==> src/logic/atp_pkg.sv <==
package atp_pkg;

	// register addresses (7-bit serial address field)
	localparam logic [6:0] ADDR_SOFT_RESET   = 7'h00;
	localparam logic [6:0] ADDR_FORMAT       = 7'h01;
	localparam logic [6:0] ADDR_OUTPUT_MODE  = 7'h02;
	localparam logic [6:0] ADDR_PATTERN_HIGH = 7'h03;
	localparam logic [6:0] ADDR_PATTERN_LOW  = 7'h04;

	// all mode control registers come out of either reset as zero
	localparam logic [7:0] REG_RESET_VALUE   = 8'h00;
	localparam logic [7:0] UNMAPPED_READ     = 8'h00;

	// field positions
	localparam int SOFT_RESET_BIT    = 7;
	localparam int FORCE_ENABLE_BIT  = 7;
	localparam int IGNORED_BIT       = 6;
	localparam int HIGH_BITS_MSB     = 5;
	localparam int LOW_BITS_MSB      = 7;
	localparam int PAD_FIRST_BIT     = 1;
	localparam int PAD_SECOND_BIT    = 0;

	// serial word layout
	localparam logic [4:0] HEADER_EDGES = 5'h08;
	localparam logic [4:0] WORD_EDGES   = 5'h10;

	// widths
	localparam int SAMPLE_WIDTH = 12;
	localparam int WORD_WIDTH   = 14;

	typedef enum logic [1:0] {
		RX_IDLE   = 2'b00,
		RX_HEADER = 2'b01,
		RX_DATA   = 2'b11,
		RX_DONE   = 2'b10
	} atp_rx_state_type;

	typedef struct packed {
		logic       read_flag;
		logic [6:0] addr;
		logic [7:0] data;
	} atp_cmd_type;

endpackage : atp_pkg

==> src/logic/atp_spi_rx.sv <==
`timescale 1ns/1ns
module atp_spi_rx (
	// clock, reset, enable
	input  wire logic                  ref_clk,
	input  wire logic                  srst,
	input  wire logic                  ce,
	// serial pins, sampled as synchronous inputs
	input  wire logic                  cs_n,
	input  wire logic                  sck,
	input  wire logic                  sdi,
	// decoded command
	output atp_pkg::atp_cmd_type       cmd_q,
	output logic                       header_done_q,
	output logic                       word_done_q,
	output logic                       shift_out_q,
	output logic                       frame_active_q
);

	atp_pkg::atp_rx_state_type state_q;
	logic [4:0]                edge_cnt_q;
	logic [14:0]               shift_q;
	logic                      sck_prev_q;
	logic                      rise;
	logic                      fall;

	assign rise = !cs_n && sck && !sck_prev_q;
	assign fall = !cs_n && !sck && sck_prev_q;

	always_ff @(posedge ref_clk) begin
		if (srst) begin
			sck_prev_q <= 1'b0;
		end else if (ce) begin
			sck_prev_q <= sck;
		end
	end

	// edge counter and state; anything past the sixteenth edge is dropped
	always_ff @(posedge ref_clk) begin
		if (srst) begin
			state_q    <= atp_pkg::RX_IDLE;
			edge_cnt_q <= 5'h00;
		end else if (ce) begin
			if (cs_n) begin
				state_q    <= atp_pkg::RX_IDLE;
				edge_cnt_q <= 5'h00;
			end else begin
				unique case (state_q)
					atp_pkg::RX_IDLE: begin
						state_q <= atp_pkg::RX_HEADER;
					end
					atp_pkg::RX_HEADER: begin
						if (rise) begin
							edge_cnt_q <= edge_cnt_q + 5'h01;
							if (edge_cnt_q + 5'h01 == atp_pkg::HEADER_EDGES) begin
								state_q <= atp_pkg::RX_DATA;
							end
						end
					end
					atp_pkg::RX_DATA: begin
						if (rise) begin
							edge_cnt_q <= edge_cnt_q + 5'h01;
							if (edge_cnt_q + 5'h01 == atp_pkg::WORD_EDGES) begin
								state_q <= atp_pkg::RX_DONE;
							end
						end
					end
					atp_pkg::RX_DONE: begin
						state_q <= atp_pkg::RX_DONE;
					end
				endcase
			end
		end
	end

	// read flag first, then address, then data, msb first
	always_ff @(posedge ref_clk) begin
		if (srst) begin
			shift_q       <= 15'h0000;
			cmd_q         <= '0;
			header_done_q <= 1'b0;
			word_done_q   <= 1'b0;
		end else if (ce) begin
			header_done_q <= 1'b0;
			word_done_q   <= 1'b0;
			if (rise && (state_q == atp_pkg::RX_HEADER || state_q == atp_pkg::RX_DATA)) begin
				shift_q <= {shift_q[13:0], sdi};
				if (edge_cnt_q + 5'h01 == atp_pkg::HEADER_EDGES) begin
					cmd_q.read_flag <= shift_q[6];
					cmd_q.addr      <= {shift_q[5:0], sdi};
					header_done_q   <= 1'b1;
				end
				if (edge_cnt_q + 5'h01 == atp_pkg::WORD_EDGES) begin
					cmd_q.data  <= {shift_q[6:0], sdi};
					word_done_q <= 1'b1;
				end
			end
		end
	end

	// readback advances on falling edges during the data phase only
	always_ff @(posedge ref_clk) begin
		if (srst) begin
			shift_out_q    <= 1'b0;
			frame_active_q <= 1'b0;
		end else if (ce) begin
			shift_out_q    <= fall && (state_q == atp_pkg::RX_DATA);
			frame_active_q <= !cs_n;
		end
	end

endmodule : atp_spi_rx

==> src/logic/atp_regs.sv <==
`timescale 1ns/1ns
// Behaviour
// - register 03h bit 7 forces the programmed pattern onto the outputs
// - register 03h bit 6 is ignored and has no effect
// - register 03h bits 5..0 are pattern data bits 11 down to 6
// - register 04h bits 7..2 are pattern data bits 5 down to 0
// - register 04h bits 1..0 are the two extra pad bit patterns
// - one 16-bit word per access: read flag, address, data; extra edges ignored
// - reads return the register on the serial output and change nothing
// - software reset clears every mode control register to zero
module atp_regs (
	// clock, reset, enable
	input  wire logic                                   ref_clk,
	input  wire logic                                   srst,
	input  wire logic                                   ce,
	// serial configuration port
	input  wire logic                                   cs_n,
	input  wire logic                                   sck,
	input  wire logic                                   sdi,
	output logic                                        sdo_level,
	output logic                                        sdo_oe,
	// conversion results in
	input  wire logic [atp_pkg::SAMPLE_WIDTH-1:0]       sample_a,
	input  wire logic [atp_pkg::SAMPLE_WIDTH-1:0]       sample_b,
	// words toward the serializer
	output logic [atp_pkg::WORD_WIDTH-1:0]              out_word_a_q,
	output logic [atp_pkg::WORD_WIDTH-1:0]              out_word_b_q,
	// mode settings for neighbouring blocks
	output logic                                        pattern_force_enable,
	output logic [7:0]                                  format_q,
	output logic [7:0]                                  output_mode_q,
	output logic [7:0]                                  test_pattern_high_q,
	output logic [7:0]                                  test_pattern_low_q
);

	atp_pkg::atp_cmd_type cmd;
	logic                 header_done;
	logic                 word_done;
	logic                 shift_out;
	logic                 frame_active;
	logic [7:0]           rd_shift_q;
	logic [7:0]           rd_shift_d;
	logic                 rd_active_q;
	logic                 rd_active_d;
	logic [7:0]           read_value;
	logic [5:0]           pattern_high_bits;
	logic [5:0]           pattern_low_bits;
	logic                 pad_bit_first;
	logic                 pad_bit_second;
	logic [atp_pkg::WORD_WIDTH-1:0] pattern_word;

	atp_spi_rx u_rx (
		.ref_clk        (ref_clk),
		.srst           (srst),
		.ce             (ce),
		.cs_n           (cs_n),
		.sck            (sck),
		.sdi            (sdi),
		.cmd_q          (cmd),
		.header_done_q  (header_done),
		.word_done_q    (word_done),
		.shift_out_q    (shift_out),
		.frame_active_q (frame_active)
	);

	// register writes land when the sixteenth edge completes the word
	always_ff @(posedge ref_clk) begin
		if (srst) begin
			format_q            <= atp_pkg::REG_RESET_VALUE;
			output_mode_q       <= atp_pkg::REG_RESET_VALUE;
			test_pattern_high_q <= atp_pkg::REG_RESET_VALUE;
			test_pattern_low_q  <= atp_pkg::REG_RESET_VALUE;
		end else if (ce && word_done && !cmd.read_flag) begin
			unique case (cmd.addr)
				atp_pkg::ADDR_SOFT_RESET: begin
					// the reset bit itself is never stored, so it reads back as zero
					if (cmd.data[atp_pkg::SOFT_RESET_BIT]) begin
						format_q            <= atp_pkg::REG_RESET_VALUE;
						output_mode_q       <= atp_pkg::REG_RESET_VALUE;
						test_pattern_high_q <= atp_pkg::REG_RESET_VALUE;
						test_pattern_low_q  <= atp_pkg::REG_RESET_VALUE;
					end
				end
				atp_pkg::ADDR_FORMAT: begin
					format_q <= cmd.data;
				end
				atp_pkg::ADDR_OUTPUT_MODE: begin
					output_mode_q <= cmd.data;
				end
				atp_pkg::ADDR_PATTERN_HIGH: begin
					test_pattern_high_q <= cmd.data;
				end
				atp_pkg::ADDR_PATTERN_LOW: begin
					test_pattern_low_q <= cmd.data;
				end
				default: begin
					// unmapped addresses are silently dropped
				end
			endcase
		end
	end

	// bit 6 is kept for readback but nothing downstream looks at it
	assign pattern_high_bits = test_pattern_high_q[atp_pkg::HIGH_BITS_MSB -: 6];
	assign pattern_low_bits  = test_pattern_low_q[atp_pkg::LOW_BITS_MSB -: 6];
	assign pad_bit_first     = test_pattern_low_q[atp_pkg::PAD_FIRST_BIT];
	assign pad_bit_second    = test_pattern_low_q[atp_pkg::PAD_SECOND_BIT];
	assign pattern_word      = {pattern_high_bits, pattern_low_bits, pad_bit_first,
		pad_bit_second};
	assign pattern_force_enable = test_pattern_high_q[atp_pkg::FORCE_ENABLE_BIT];

	// sample path: data bits 11..0 then the two pad positions
	always_ff @(posedge ref_clk) begin
		if (srst) begin
			out_word_a_q <= '0;
			out_word_b_q <= '0;
		end else if (ce) begin
			if (pattern_force_enable) begin
				out_word_a_q <= pattern_word;
				out_word_b_q <= pattern_word;
			end else begin
				out_word_a_q <= {sample_a, 2'b00};
				out_word_b_q <= {sample_b, 2'b00};
			end
		end
	end

	// readback source; the reset register is write only
	always_comb begin
		unique case (cmd.addr)
			atp_pkg::ADDR_FORMAT:       read_value = format_q;
			atp_pkg::ADDR_OUTPUT_MODE:  read_value = output_mode_q;
			atp_pkg::ADDR_PATTERN_HIGH: read_value = test_pattern_high_q;
			atp_pkg::ADDR_PATTERN_LOW:  read_value = test_pattern_low_q;
			default:                    read_value = atp_pkg::UNMAPPED_READ;
		endcase
	end

	always_comb begin
		rd_shift_d  = rd_shift_q;
		rd_active_d = rd_active_q;
		if (!frame_active) begin
			rd_active_d = 1'b0;
		end else if (header_done) begin
			rd_active_d = cmd.read_flag;
			rd_shift_d  = read_value;
		end else if (shift_out && rd_active_q) begin
			rd_shift_d = {rd_shift_q[6:0], 1'b0};
		end
	end

	always_ff @(posedge ref_clk) begin
		if (srst) begin
			rd_shift_q  <= 8'h00;
			rd_active_q <= 1'b0;
		end else if (ce) begin
			rd_shift_q  <= rd_shift_d;
			rd_active_q <= rd_active_d;
		end
	end

	// open drain: only ever pull low, so the pad stays released for a one
	always_ff @(posedge ref_clk) begin
		if (srst) begin
			sdo_level <= 1'b0;
			sdo_oe    <= 1'b0;
		end else if (ce) begin
			sdo_level <= 1'b0;
			sdo_oe    <= rd_active_d && !rd_shift_d[7];
		end
	end

endmodule : atp_regs

==> config.mk <==
export PLATFORM = sky130hd
export DESIGN_NAME = atp_regs
export DESIGN_NICKNAME = d
export VERILOG_FILES = /design/src/logic/atp_pkg.sv /design/src/logic/atp_spi_rx.sv /design/src/logic/atp_regs.sv
export SDC_FILE = /design/constraint.sdc
export NUM_CORES = 1
export LEC_CHECK = 0
export CORE_MARGIN = 2
export CORE_UTILIZATION = 63
export CTS_CLUSTER_SIZE = 16
export DETAILED_ROUTE_END_ITERATION = 8
export DONT_BUFFER_PORTS = 1
export PLACE_DENSITY = 0.9
export SYNTH_ARGS = -nofsm -noshare
export SYNTH_HDL_FRONTEND = slang
export SYNTH_SLANG_ARGS = --single-unit
==> constraint.sdc <==
create_clock -name ref_clk -period 1.9 [get_ports ref_clk]
set_input_delay 0.095 -clock ref_clk [delete_from_list [all_inputs] [get_ports ref_clk]]
set_output_delay 0.095 -clock ref_clk [all_outputs]
set_load 0.02 [all_outputs]
After elaboration in Yosys (flattened, before gate mapping)
Cells that the tools add are included.
{ "word_totals": {"out_inout_bits": 63, "word_cells": 98, "regBits": 105} }
{ "classes": {"n_addsub": 1, "muxes": 26, "eq_ne": 14, "n_reduce_logical": 36} }
{ "ops": {"columns": ["operator", "count"], "rows": [
  ["8-bit case mux with 2 select lines", 4],
  ["8-bit 2-to-1 mux", 4],
  ["8-bit case mux with 4 select lines", 1],
  ["14-bit 2-to-1 mux", 2],
  ["3-bit AND reduction", 8],
  ["5-bit 2-to-1 mux", 3],
  ["7-bit by 2-bit == test with 1-bit output (second input constant)", 2],
  ["2-bit nonzero test", 7],
  ["3-bit by 2-bit inequality test with 1-bit output (second input constant)", 4],
  ["1-bit logical AND", 10],
  ["2-bit 2-to-1 mux", 5],
  ["2-bit case mux with 4 select lines", 1],
  ["7-bit by 1-bit == test with 1-bit output (second input constant)", 1],
  ["7-bit by 3-bit == test with 1-bit output (second input constant)", 1],
  ["7-bit logical NOT", 1],
  ["1-bit 2-to-1 mux", 6],
  ["5-bit by 1-bit adder with 5-bit output (second input constant)", 1],
  ["5-bit by 4-bit == test with 1-bit output (second input constant)", 1],
  ["5-bit == test (second input constant)", 1],
  ["1-bit logical NOT", 5],
  ["5-bit AND reduction", 1],
  ["2-bit == test (second input constant)", 2],
  ["2-bit by 1-bit == test with 1-bit output (second input constant)", 1],
  ["2-bit logical NOT", 1],
  ["other kinds (4)", 4]
]} }

Depth between registers and ports, before layout
Gate-level depths: netlist of the first run.
{ "depth": {"word_depth": 6, "depth_mapped": 6, "ltp_nobuf": 5} }

Hierarchy
A second synthesis of the first run with hierarchy kept.
{ "hier_totals": {"cells_unflattened": 471, "hier_area_um2": 4550.6} }
{ "by_module_without_submodules": {"columns": ["module", "instances", "cells_each", "seq_area_each_um2", "area_per_inst_um2"], "rows": [
  ["atp_regs", 1, 310, 1361.3, 3065.4],
  ["atp_spi_rx", 1, 161, 700.7, 1485.2]
]} }

Least setup slack after synthesis of the first run
OpenSTA, ideal clock, no wires.
{ "synth_timing": {"path_type": "register -> register", "start": "register u_rx.cmd_q[12] in the netlist's numbering", "end": "register sdo_oe", "stages_incl_launch_ff": 6, "path_slack_ps": 239, "synth_period_minus_slack_ps": 1661, "arrival_time_ps": 1545, "required_ps": 1784, "setup_time_ps": 116, "cell_sequence": "dfxtp_1 > or3_1 > buf_6 > nor4b_4 > nand2_1 > o211a_1"} }
{ "synth_via": {"elab_chain_cells": 6} }
{ "synth_lines": {"columns": ["element", "line", "rtl"], "rows": [
  ["start: declaration", "atp_spi_rx.sv:12", "output atp_pkg::atp_cmd_type cmd_q,"],
  ["7-bit by 3-bit == test with 1-bit output (tied with other cells)", "atp_regs.sv:130", "unique case (cmd.addr)"],
  ["8-bit case mux with 4 select lines *", "atp_regs.sv:130", null],
  ["8-bit 2-to-1 mux *", "atp_regs.sv:144", "end else if (header_done) begin"],
  ["8-bit 2-to-1 mux *", "atp_regs.sv:142", "if (!frame_active) begin"],
  ["1-bit logical NOT *", "atp_regs.sv:169", "sdo_oe <= rd_active_d && !rd_shift_d[7];"],
  ["1-bit logical AND *", "atp_regs.sv:169", null],
  ["end signal: assignment", "atp_regs.sv:169", null],
  ["end: declaration", "atp_regs.sv:21", "output logic sdo_oe,"]
]} }
Every way passes the cells marked *; elsewhere a longest branch is shown, timed or not.
A chain may end at the register's enable or synchronous reset.

Final worst setup path of the first run
{ "layout_timing": {"start": "register u_rx.edge_cnt_q[0]", "end": "register u_rx.cmd_q[4] in the netlist's numbering"} }
{ "layout_via": {"elab_chain_cells": 3} }
{ "layout_lines": {"columns": ["element", "line", "rtl"], "rows": [
  ["start: declaration", "atp_spi_rx.sv:20", "logic [4:0] edge_cnt_q;"],
  ["start signal: assignment", "atp_spi_rx.sv:53", "edge_cnt_q <= edge_cnt_q + 5'h01;"],
  ["start signal: assignment", "atp_spi_rx.sv:61", "edge_cnt_q <= edge_cnt_q + 5'h01;"],
  ["5-bit by 1-bit adder with 5-bit output", "atp_spi_rx.sv:92", "if (edge_cnt_q + 5'h01 == atp_pkg::WORD_EDGES) begin"],
  ["5-bit == test", "atp_spi_rx.sv:92", null],
  ["3-bit AND reduction (no line)", null, null]
]} }
No other way between the ends.

==> impl_metrics.env, run 1 <==
export IMPL_async_flop_share_pct=0
export IMPL_die_w_um=90.4
export IMPL_drc=0
export IMPL_track_usage_pct=32.5
export IMPL_synth_area_top_cells="dfxtp_1 44%, mux2i_1 12%, nor2_1 4.3%"
export IMPL_fin_ws_ns=0.0640
export IMPL_num_io_pins=93
export IMPL_fmax_mhz=545
export IMPL_outcome="finished, final reports clean"
export IMPL_drive_gt1_share_pct=11.0
export IMPL_worstSetupPathType="register to register"
export IMPL_cp_arrival_ns=2.14
export IMPL_core_area_um2=7250
export IMPL_fillCellCount=487
export IMPL_syn_num_nets=541
export IMPL_max_cap_viol_count=0
export IMPL_yosys_warnings=0
export IMPL_fp_dieH_um=90.4
export IMPL_synth_flop_cell="dfxtp_1"
export IMPL_layout_nets=566
export IMPL_path_cells="ha_1 -> xor2_1 -> nand3_1 -> a21oi_4 -> mux2i_1"
export IMPL_clk_pin_slew_ns=0.10
export IMPL_syn_to_final_growth_pct=13.6
export IMPL_wl_per_cell_um=20.7
export IMPL_drtAntennaViolNets=0
export IMPL_finalSetupTns_ns=0
export IMPL_avgSynthCellArea_um2=9.24
export IMPL_synth_seq_cells=103
export IMPL_n_antenna_cell=0
export IMPL_clock_sinks=103
export IMPL_io_buffers=0
export IMPL_worst_slew_margin_rel_pct=48.7
export IMPL_ctsLongestPathBuffers=2
export IMPL_min_period_over_period_pct=96.6
export IMPL_p_leak_nw=1.87
export IMPL_vias_per_cell=6.68
export IMPL_critPathMaxFanout=7
export IMPL_dr_pass1_iters=5
export IMPL_root_buffer="clkbuf_8"
export IMPL_worst_path_max_delay_cell="dfxtp_1"
export IMPL_totalWireLength_um=13200
export IMPL_ys_seq_area_share_pct=43.8
export IMPL_reg2reg_setup_slack_ns=0.06
export IMPL_min_path_type="primary input to register"
export IMPL_synth_enable_flop_cells=0
export IMPL_p_per_area_nw_per_um2=710
export IMPL_pre_cts_ws_ns=0.0839
export IMPL_worstSkewPairLatency_ns=0.38
export IMPL_crit_path_start_kind="register"
export IMPL_grt_pass1_vias=4255
export IMPL_finalHoldViolCount=0
export IMPL_ir_drop_mv=0.425
export IMPL_place_hpwl_um=8440
export IMPL_syn_cell_area_um2=4700
export IMPL_critPathMaxStageDelay_ns=0.45
export IMPL_vias=4254
export IMPL_die_area_um2=8170
export IMPL_period_needed_ns=1.84
export IMPL_grt_overflow=0
export IMPL_synth_cell_types=57
export IMPL_p_total_mw=3.79
export IMPL_cts_htree_levels=3
export IMPL_cts_tree="built"
export IMPL_gp_congestion=0.938
export IMPL_finClkSkew_ns=0.0126
export IMPL_worst_pin_slew_ns=0.768
export IMPL_setup_viol=0
export IMPL_netlist_area_leader_share_pct=43.8
export IMPL_maxSlewViolCount=0
export IMPL_grt_max_degree=65
export IMPL_syn_inst=509
export IMPL_critPathRequiredTime_ns=2.20
export IMPL_start_util_pct=64.8
export IMPL_numCtsBuffers=9
export IMPL_antenna_found_initial=0
export IMPL_cp_end_kind="register"
export IMPL_netlist_top_cell_by_area="dfxtp_1"
export IMPL_drt_iter0_markers=441
export IMPL_grt_pass1_wl_um=21300
export IMPL_fp_row_count=31
[stage by stage]
step           hold slack, ns  instance area (um2)  utilization (%)  instances
2_1_floorplan           0.231                 4700                -        509
3_3_place_gp            0.170                 4810             66.4        591
3_5_place_dp            0.174                 4810             66.4        591
4_1_cts                0.0123                 5310             73.3        635
5_1_grt               0.00854                 5340             73.7        637
6_report              0.00886                 5340             73.7        637
[cell usage in the layout (no fill, tap or decap), types with 3 or more instances in the layout]
master,n
a221oi_1,6
or3_1,3
dlygate4sd3_1,27
dfxtp_1,101
nand2_1,53
nor2_1,54
nor2b_1,3
mux2i_1,58
nand3_1,12
nor3_1,6
and3b_1,8
a211oi_1,25
and3_1,3
clkbuf_8,11
a22o_1,16
a22oi_1,18
nand3b_1,4
nand2b_1,11
o21ai_0,11
o221ai_1,6
buf_4,24
a21oi_1,25
[final cells by class]
class	count	area, um2	share of cell area (%)
multi-input combinational	365	2470	46.2
sequential	103	2060	38.6
inverter	2	7.51	0.140
clock inverter	4	30.0	0.562
tap	99	124	2.32
timing repair buffer	53	498	9.32
clock buffer	11	151	2.83
[sequential cells by signal, summed over array words and instances, names as in the netlist]
register and flops:
u_rx.header_done_q 1, sdo_oe 1, out_word_b_q 12, u_rx.cmd_q 16, u_rx.sck_prev_q 1, u_rx.shift_q 7, u_rx.frame_active_q 1, u_rx.word_done_q 1
u_rx.shift_out_q 1, rd_active_q 1, output_mode_q 8, u_rx.edge_cnt_q 5, u_rx.state_q 2, rd_shift_q 8, test_pattern_high_q 8, format_q 8
test_pattern_low_q 8, out_word_a_q 14
[cells in the mapped netlist (4+ instances only)]
cell      instances
nand3_1          12
nor3_1            6
nand2b_1         11
clkbuf_1         25
o221ai_1          6
buf_4             4
and3b_1           8
dfxtp_1         103
buf_2             8
a22oi_1          18
a221oi_1          6
o21ai_0          11
a211oi_1         25
mux2i_1          58
nor2_1           54
a22o_1           16
a21oi_1          26
nand3b_1          4
nand2_1          53
[timing repair]
| item | 4_1_cts | 5_1_grt |
|---|---|---|
| hold buffers | 29 | 0 |
| hold endpoints to repair | 73 | 0 |
| gates resized for setup | 0 | 5 |
| endpoints found under the setup margin | 0 | 17 |
| buffers inserted | 0 | 2 |
[layer usage]
metal,share of wire (%),track usage [%]
met1,38,38.1
met2,47,53.1
met3,8.4,8.01
met4,6.6,21.0
met5,0,0
[critical path: cells and delay by family (launching register included)]
| family | cells | cell delay, ns |
|---|---|---|
| multiplexers | 1 | 0.24 |
| AND/OR/NAND/NOR | 1 | 0.24 |
| AO/OA/AOI/OAI | 1 | 0.34 |
| adder cells (fa/ha/maj) | 1 | 0.31 |
| XOR/XNOR | 1 | 0.18 |
| flip-flops | 1 | 0.45 |
[where the power goes]
| part | switching, mW | total, mW | internal, mW |
|---|---|---|---|
| clock | 0.751 | 1.30 | 0.546 |
| sequential | 0.0757 | 2.27 | 2.20 |
| combinational | 0.121 | 0.220 | 0.0993 |
| total | 0.947 | 3.79 | 2.84 |
[cells by family after synthesis]
family	synth area share [%]
xor gates and xnor gates	0.373
muxes	12.3
buffers and inverters	3.96
and+or+nand+nor	19.6
adders and majority gates	0.532
AOI/OAI and AO/OA	19.3
other	0.0797
DFF	43.8
[worst paths after layout]
check	cells past startpoint	start	end
max	5	u_rx.edge_cnt_q[0]$_SDFFE_PP0P_	u_rx.cmd_q[4]$_SDFFE_PP0P_
min	2	sample_b[5]	out_word_b_q[7]$_SDFFE_PP0P_
max reg2reg	5	u_rx.edge_cnt_q[0]$_SDFFE_PP0P_	u_rx.cmd_q[4]$_SDFFE_PP0P_
min reg2reg	2	u_rx.shift_q[6]$_SDFFE_PP0P_	u_rx.shift_q[6]$_SDFFE_PP0P_
(Power assumes the default switching activity.)
==> inputs of run 2 (changes only) <==
--- a/config.mk
+++ b/config.mk
@@ -5,12 +5,15 @@
 export SDC_FILE = /design/constraint.sdc
 export NUM_CORES = 1
 export LEC_CHECK = 0
+export CELL_PAD_IN_SITES_DETAIL_PLACEMENT = 0
+export CELL_PAD_IN_SITES_GLOBAL_PLACEMENT = 1
 export CORE_MARGIN = 2
-export CORE_UTILIZATION = 63
+export CORE_UTILIZATION = 48
 export CTS_CLUSTER_SIZE = 16
 export DETAILED_ROUTE_END_ITERATION = 8
 export DONT_BUFFER_PORTS = 1
 export PLACE_DENSITY = 0.9
 export SYNTH_ARGS = -nofsm -noshare
 export SYNTH_HDL_FRONTEND = slang
+export SYNTH_HIERARCHICAL = 1
 export SYNTH_SLANG_ARGS = --single-unit
==> impl_metrics.env, run 2 <==
export IMPL_outcome="finished, final reports clean"
export IMPL_io_buffers=0
export IMPL_p_leak_nw=1.94
export IMPL_vias_per_cell=5.95
export IMPL_syn_to_final_growth_pct=18.0
export IMPL_top_register="u_rx/cmd_q"
export IMPL_reg2reg_setup_slack_ns=0.05
export IMPL_n_antenna_cell=0
export IMPL_grt_pass1_wl_um=18800
export IMPL_antenna_found_initial=0
export IMPL_synth_area_top_cells="dfxtp_1 45%, mux2i_1 9.7%, a22o_1 6.9%"
export IMPL_drt_iter0_markers=192
export IMPL_root_buffer="clkbuf_8"
export IMPL_totalWireLength_um=12200
export IMPL_grt_overflow=0
export IMPL_worstSetupPathType="register to register"
export IMPL_wl_per_cell_um=18.9
export IMPL_swShare_pct=24.3
export IMPL_die_area_um2=10300
export IMPL_worstHoldStart="cs_n"
export IMPL_p_comb_share_pct=5.1
export IMPL_min_path_type="primary input to register"
export IMPL_p_per_area_nw_per_um2=694
export IMPL_finClkSkew_ns=0.0143
export IMPL_reg2reg_from="u_rx/cmd_q[13]$_SDFFE_PP0P_"
export IMPL_avgSynthCellArea_um2=9.66
export IMPL_maxSlewViolCount=0
export IMPL_numCtsBuffers=9
export IMPL_critPathRequiredTime_ns=2.16
export IMPL_cts_htree_levels=3
export IMPL_largest_reg_flops=16
export IMPL_syn_num_nets=503
export IMPL_worst_slew_margin_rel_pct=49.2
export IMPL_grt_setup_unrepaired="false"
export IMPL_finalHoldViolCount=0
export IMPL_start_util_pct=49.2
export IMPL_hold_worst_slack_ns=0.0138
export IMPL_synth_adder_area_share_pct=0.550
export IMPL_finalSetupTns_ns=0
export IMPL_netlist_area_leader_share_pct=45.3
export IMPL_synth_enable_flop_cells=0
export IMPL_final_common_cell="dfxtp_1"
export IMPL_cts_tree="built"
export IMPL_yosys_warnings=6
export IMPL_hold_depth=3
export IMPL_synth_simple_area_share_pct=14.6
export IMPL_synth_compound_area_share_pct=25.0
export IMPL_netlist_top_cell_by_area="dfxtp_1"
export IMPL_ys_top_cells_by_count="103 x dfxtp_1, 55 x nor2_1, 44 x mux2i_1, 37 x a21oi_1, 36 x a22o_1"
export IMPL_clock_power_share_pct=33.9
export IMPL_fillCellCount=772
export IMPL_ctsLongestPathBuffers=2
export IMPL_fin_area_um2=5370
export IMPL_drc=0
export IMPL_period_needed_ns=1.85
export IMPL_power_frac_seq_pct=61.0
export IMPL_drive_gt1_share_pct=13.8
export IMPL_async_flop_share_pct=0
export IMPL_cp_arrival_ns=2.11
export IMPL_worst_pin_slew_ns=0.760
export IMPL_worstSkewPairLatency_ns=0.37
export IMPL_clock_sinks=103
export IMPL_reg_largest_list="u_rx/cmd_q (16), out_word_a_q (14), out_word_b_q (12)"
export IMPL_final_cell_mix="99 x dfxtp_1, 55 x nor2_1, 44 x mux2i_1"
export IMPL_clk_pin_slew_ns=0.09
export IMPL_ys_seq_area_share_pct=45.3
export IMPL_synth_top_family_by_area="compound AO/OA/AOI/OAI gates"
export IMPL_placed_area_um2=4780
export IMPL_fp_row_count=35
export IMPL_synth_xor_area_share_pct=0
export IMPL_grt_pass1_vias=3617
export IMPL_crit_path_start_kind="register"
export IMPL_r2r_end="output_mode_q[2]$_SDFFE_PP0P_"
export IMPL_synth_mux_area_share_pct=10.2
export IMPL_synth_seq_cells=103
export IMPL_track_usage_pct=23.4
export IMPL_place_hpwl_um=8020
export IMPL_cp_end_kind="register"
export IMPL_critPathMaxFanout=7
export IMPL_fp_dieH_um=101
export IMPL_syn_cell_area_um2=4550
export IMPL_switchingPower_mw=0.906
export IMPL_die_w_um=101
export IMPL_synth_cell_types=59
export IMPL_layout_nets=543
export IMPL_synth_flop_cell="dfxtp_1"
export IMPL_dr_pass1_iters=5
export IMPL_setup_viol=0
export IMPL_drtAntennaViolNets=0
export IMPL_synth_most_common_cell="dfxtp_1"
export IMPL_fmax_mhz=541
export IMPL_reg2reg_depth=4
export IMPL_syn_inst=471
export IMPL_ir_drop_mv=0.464
export IMPL_min_period_over_period_pct=97.3
export IMPL_max_cap_viol_count=0
export IMPL_gp_congestion=0.878
export IMPL_grt_max_degree=48
export IMPL_num_io_pins=93
export IMPL_internal_power_mw=2.82
export IMPL_core_area_um2=9240
export IMPL_vias=3838
export IMPL_holdPathEnd="u_rx/shift_q[5]$_SDFFE_PP0P_"
==> run 2: cell types whose count changed in the layout (fill, tap and decap cells not counted), moves of 6 or more <==
cell,previous run,this run
nand2_1,53,7
a22o_1,16,36
a22oi_1,18,3
mux2i_1,58,44
a21oi_1,25,37
nand2b_1,11,3
o21ai_0,11,19
a221oi_1,6,0
==> run 2: cell families (layout without fill, tap and decap cells) <==
| logic type | Yosys count | in the layout |
|---|---|---|
| other | 1 | 1 |
| AO/OA/AOI/OAI | 156 | 156 |
| multiplexers | 46 | 46 |
| AND/OR/NAND/NOR | 122 | 122 |
| flip-flops | 103 | 103 |
| adder cells (fa/ha/maj) | 2 | 2 |
| buffers and inverters | 41 | 86 |
==> run 2: how the worst max path moves through the flow <==
stage,start,to,depth (start not counted)
2_1_floorplan,u_rx/cmd_q[13]$_SDFFE_PP0P_,format_q[7]$_SDFFE_PP0P_,5
3_3_place_gp,u_rx/cmd_q[13]$_SDFFE_PP0P_,output_mode_q[7]$_SDFFE_PP0P_,5
3_5_place_dp,u_rx/cmd_q[13]$_SDFFE_PP0P_,output_mode_q[2]$_SDFFE_PP0P_,4
4_1_cts,u_rx/edge_cnt_q[0]$_SDFFE_PP0P_,u_rx/cmd_q[8]$_SDFFE_PP0P_,7
5_1_grt,u_rx/cmd_q[13]$_SDFFE_PP0P_,rd_shift_q[2]$_SDFFE_PP0P_,4
6_report,u_rx/cmd_q[13]$_SDFFE_PP0P_,output_mode_q[2]$_SDFFE_PP0P_,4
==> run 2: metrics by stage <==
stage,utilization (%),power [mW],setup slack [ns],cells
3_3_place_gp,51.8,2.42,0.0256,595
4_1_cts,57.4,3.74,0.0000888,644
2_1_floorplan,-,2.45,0.00566,471
5_1_grt,58.1,3.84,0.00180,645
6_report,58.1,3.72,0.0505,645
3_5_place_dp,51.8,2.43,-0.0249,595
==> run 2: worst max-delay path: stages (launching register included) <==
cell and delay, ns:
dfxtp_2 0.34, or3_4 0.38, or3_4 0.43, o31a_1 0.34
a22o_1 0.26
==> run 2: layer usage <==
metal / GRT usage, % / share of wire [%] / vias up / wire (um)
li1: - / - / 1844 / -
met1: 28.3 / 44 / 1804 / 5310
met2: 39.7 / 47 / 164 / 5700
met3: 5.04 / 7.0 / 26 / 849
met4: 11.1 / 2.7 / 0 / 327
met5: 0 / 0 / - / 0
==> run 2: final cells by class <==
cell class | instances | area (um2) | area share [%]
multi-input combinational | 327 | 2340 | 43.6
sequential | 103 | 2070 | 38.5
timing repair buffer | 65 | 604 | 11.3
tap | 129 | 161 | 3.01
clock buffer | 12 | 145 | 2.70
clock inverter | 4 | 30.0 | 0.559
inverter | 5 | 18.8 | 0.350
==> run 2: repair_timing <==
item	in CTS	in global routing
setup buffers	0	1
hold endpoints to repair	66	0
pin swaps	1	4
endpoints found under the setup margin	16	29
hold buffers	33	0
gates resized for setup	1	19
gates cloned	0	0
==> run 2: power by group through the flow <==
stage	Sequential [mW]	Clock, mW	Combinational (mW)
5_1_grt	2.28	1.35	0.209
2_1_floorplan	2.31	0	0.132
3_3_place_gp	2.32	0	0.105
6_report	2.27	1.26	0.191
3_5_place_dp	2.32	0	0.109
4_1_cts	2.27	1.29	0.186
==> inputs of run 3 (changes only) <==
--- a/config.mk
+++ b/config.mk
@@ -12,7 +12,7 @@
 export CTS_CLUSTER_SIZE = 16
 export DETAILED_ROUTE_END_ITERATION = 8
 export DONT_BUFFER_PORTS = 1
-export PLACE_DENSITY = 0.9
+export PLACE_DENSITY = 0.85
 export SYNTH_ARGS = -nofsm -noshare
 export SYNTH_HDL_FRONTEND = slang
 export SYNTH_HIERARCHICAL = 1
==> impl_metrics.env, run 3 (synthesis gave the netlist of run 2 again) <==
export IMPL_vias_per_cell=5.88
export IMPL_final_cell_mix="100 x dfxtp_1, 55 x nor2_1, 44 x mux2i_1"
export IMPL_worstHoldStart="sample_a[8]"
export IMPL_critPathMaxStageDelay_ns=0.41
export IMPL_drc=0
export IMPL_crit_path_start_kind="register"
export IMPL_drt_iter0_markers=154
export IMPL_fp_row_count=35
export IMPL_p_total_mw=3.76
export IMPL_period_needed_ns=1.87
export IMPL_worstSkewPairLatency_ns=0.37
export IMPL_finClkSkew_ns=0.0127
export IMPL_fmax_mhz=534
export IMPL_totalWireLength_um=12100
export IMPL_cts_htree_levels=3
export IMPL_pre_cts_ws_ns=-0.0480
export IMPL_worst_slew_margin_rel_pct=65.0
export IMPL_reg_largest_list="u_rx/cmd_q (16), out_word_a_q (14), out_word_b_q (12)"
export IMPL_path_cells="or3_4 -> or3_4 -> o31a_4 -> a22o_1"
export IMPL_max_cap_viol_count=0
export IMPL_wl_per_cell_um=18.8
export IMPL_root_buffer="clkbuf_8"
export IMPL_cp_depth=4
export IMPL_n_antenna_cell=0
export IMPL_grt_pass1_wl_um=18400
export IMPL_finalSetupTns_ns=0
export IMPL_final_common_cell="dfxtp_1"
export IMPL_post_cts_buffers=0
export IMPL_reg2reg_depth=4
export IMPL_die_area_um2=10300
export IMPL_r2r_end="format_q[6]$_SDFFE_PP0P_"
export IMPL_holdPathEnd="out_word_a_q[10]$_SDFFE_PP0P_"
export IMPL_num_io_pins=93
export IMPL_cp_end_kind="register"
export IMPL_die_w_um=101
export IMPL_track_usage_pct=23.0
export IMPL_top_register="u_rx/cmd_q"
export IMPL_critPathBufInv=0
export IMPL_fp_dieH_um=101
export IMPL_reg2reg_setup_slack_ns=0.03
export IMPL_ir_drop_mv=0.296
export IMPL_cpMostUsedCell="or3_4"
export IMPL_gp_congestion=0.904
export IMPL_worstSetupPathType="register to register"
export IMPL_drtAntennaViolNets=0
export IMPL_start_util_pct=49.2
export IMPL_clk_pin_slew_ns=0.09
export IMPL_p_leak_nw=1.89
export IMPL_worst_pin_slew_ns=0.524
export IMPL_setup_viol=0
export IMPL_finalHoldViolCount=0
export IMPL_dp_cells=598
export IMPL_grt_setup_unrepaired="true"
export IMPL_io_buffers=0
export IMPL_reg2reg_from="u_rx/cmd_q[13]$_SDFFE_PP0P_"
export IMPL_worstSetupStartpoint="u_rx/cmd_q[13]$_SDFFE_PP0P_"
export IMPL_clock_sinks=103
export IMPL_place_hpwl_um=8210
export IMPL_drive_gt1_share_pct=14.4
export IMPL_outcome="finished, final reports clean"
export IMPL_maxSlewViolCount=0
export IMPL_antenna_found_initial=0
export IMPL_syn_to_final_growth_pct=18.0
export IMPL_min_path_type="primary input to register"
export IMPL_p_per_area_nw_per_um2=701
export IMPL_critPathRequiredTime_ns=2.15
export IMPL_min_period_over_period_pct=98.6
export IMPL_largest_reg_flops=16
export IMPL_grt_max_degree=64
export IMPL_fin_ws_ns=0.0258
export IMPL_cp_arrival_ns=2.13
export IMPL_critPathMaxFanout=8
export IMPL_critical_path_top_delay_family="simple AND/OR/NAND/NOR gates"
export IMPL_core_area_um2=9240
export IMPL_final_instance_count_excl_fill=643
export IMPL_worst_path_max_delay_cell="or3_4"
export IMPL_hold_worst_slack_ns=0.0111
export IMPL_hold_depth=2
export IMPL_layout_nets=541
export IMPL_vias=3779
export IMPL_numCtsBuffers=9
export IMPL_ctsLongestPathBuffers=2
export IMPL_grt_pass1_vias=3513
export IMPL_grt_overflow=0
export IMPL_dr_pass1_iters=6
export IMPL_cts_tree="built"
[run 3: how the worst max path moves through the flow]
stage,endpoint,slack [ns]
3_3_place_gp,output_mode_q[5]$_SDFFE_PP0P_,0.02
6_report,format_q[6]$_SDFFE_PP0P_,0.03
3_5_place_dp,output_mode_q[7]$_SDFFE_PP0P_,-0.05
5_1_grt,u_rx/cmd_q[8]$_SDFFE_PP0P_,-0.01
2_1_floorplan,format_q[7]$_SDFFE_PP0P_,0.006
4_1_cts,output_mode_q[6]$_SDFFE_PP0P_,0.01
[run 3: final cells by class]
type | instances | area, um2
tap | 129 | 161
inverter | 5 | 18.8
multi-input combinational | 327 | 2340
timing repair buffer | 63 | 598
clock inverter | 4 | 30.0
clock buffer | 12 | 155
fill | 797 | 3870
sequential | 103 | 2070
[run 3: power breakdown]
group / total [mW] / internal, mW / switching (mW)
combinational: 0.208 / 0.0976 / 0.111
clock: 1.29 / 0.552 / 0.733
sequential: 2.27 / 2.20 / 0.0717
[run 3: through the flow]
stage | util [%] | cell area, um2
global placement | 52.1 | 4820
global route | 58.1 | 5370
finish | 58.1 | 5370
detailed placement | 52.1 | 4820
CTS | 57.6 | 5330
floorplan | - | 4550
[run 3: what timing repair did]
action | in CTS | in global routing
endpoints found under the setup margin | 20 | 20
hold buffers | 28 | 1
gates resized for setup | 3 | 9
pin swaps | 0 | 1
endpoints found under the hold margin | 65 | 1
[run 3: routing by layer]
metal	part of all wire (%)	global-route usage, %
met4	3.1	9.46
met2	47	38.8
met3	6.7	5.80
met1	43	28.0
met5	0	0
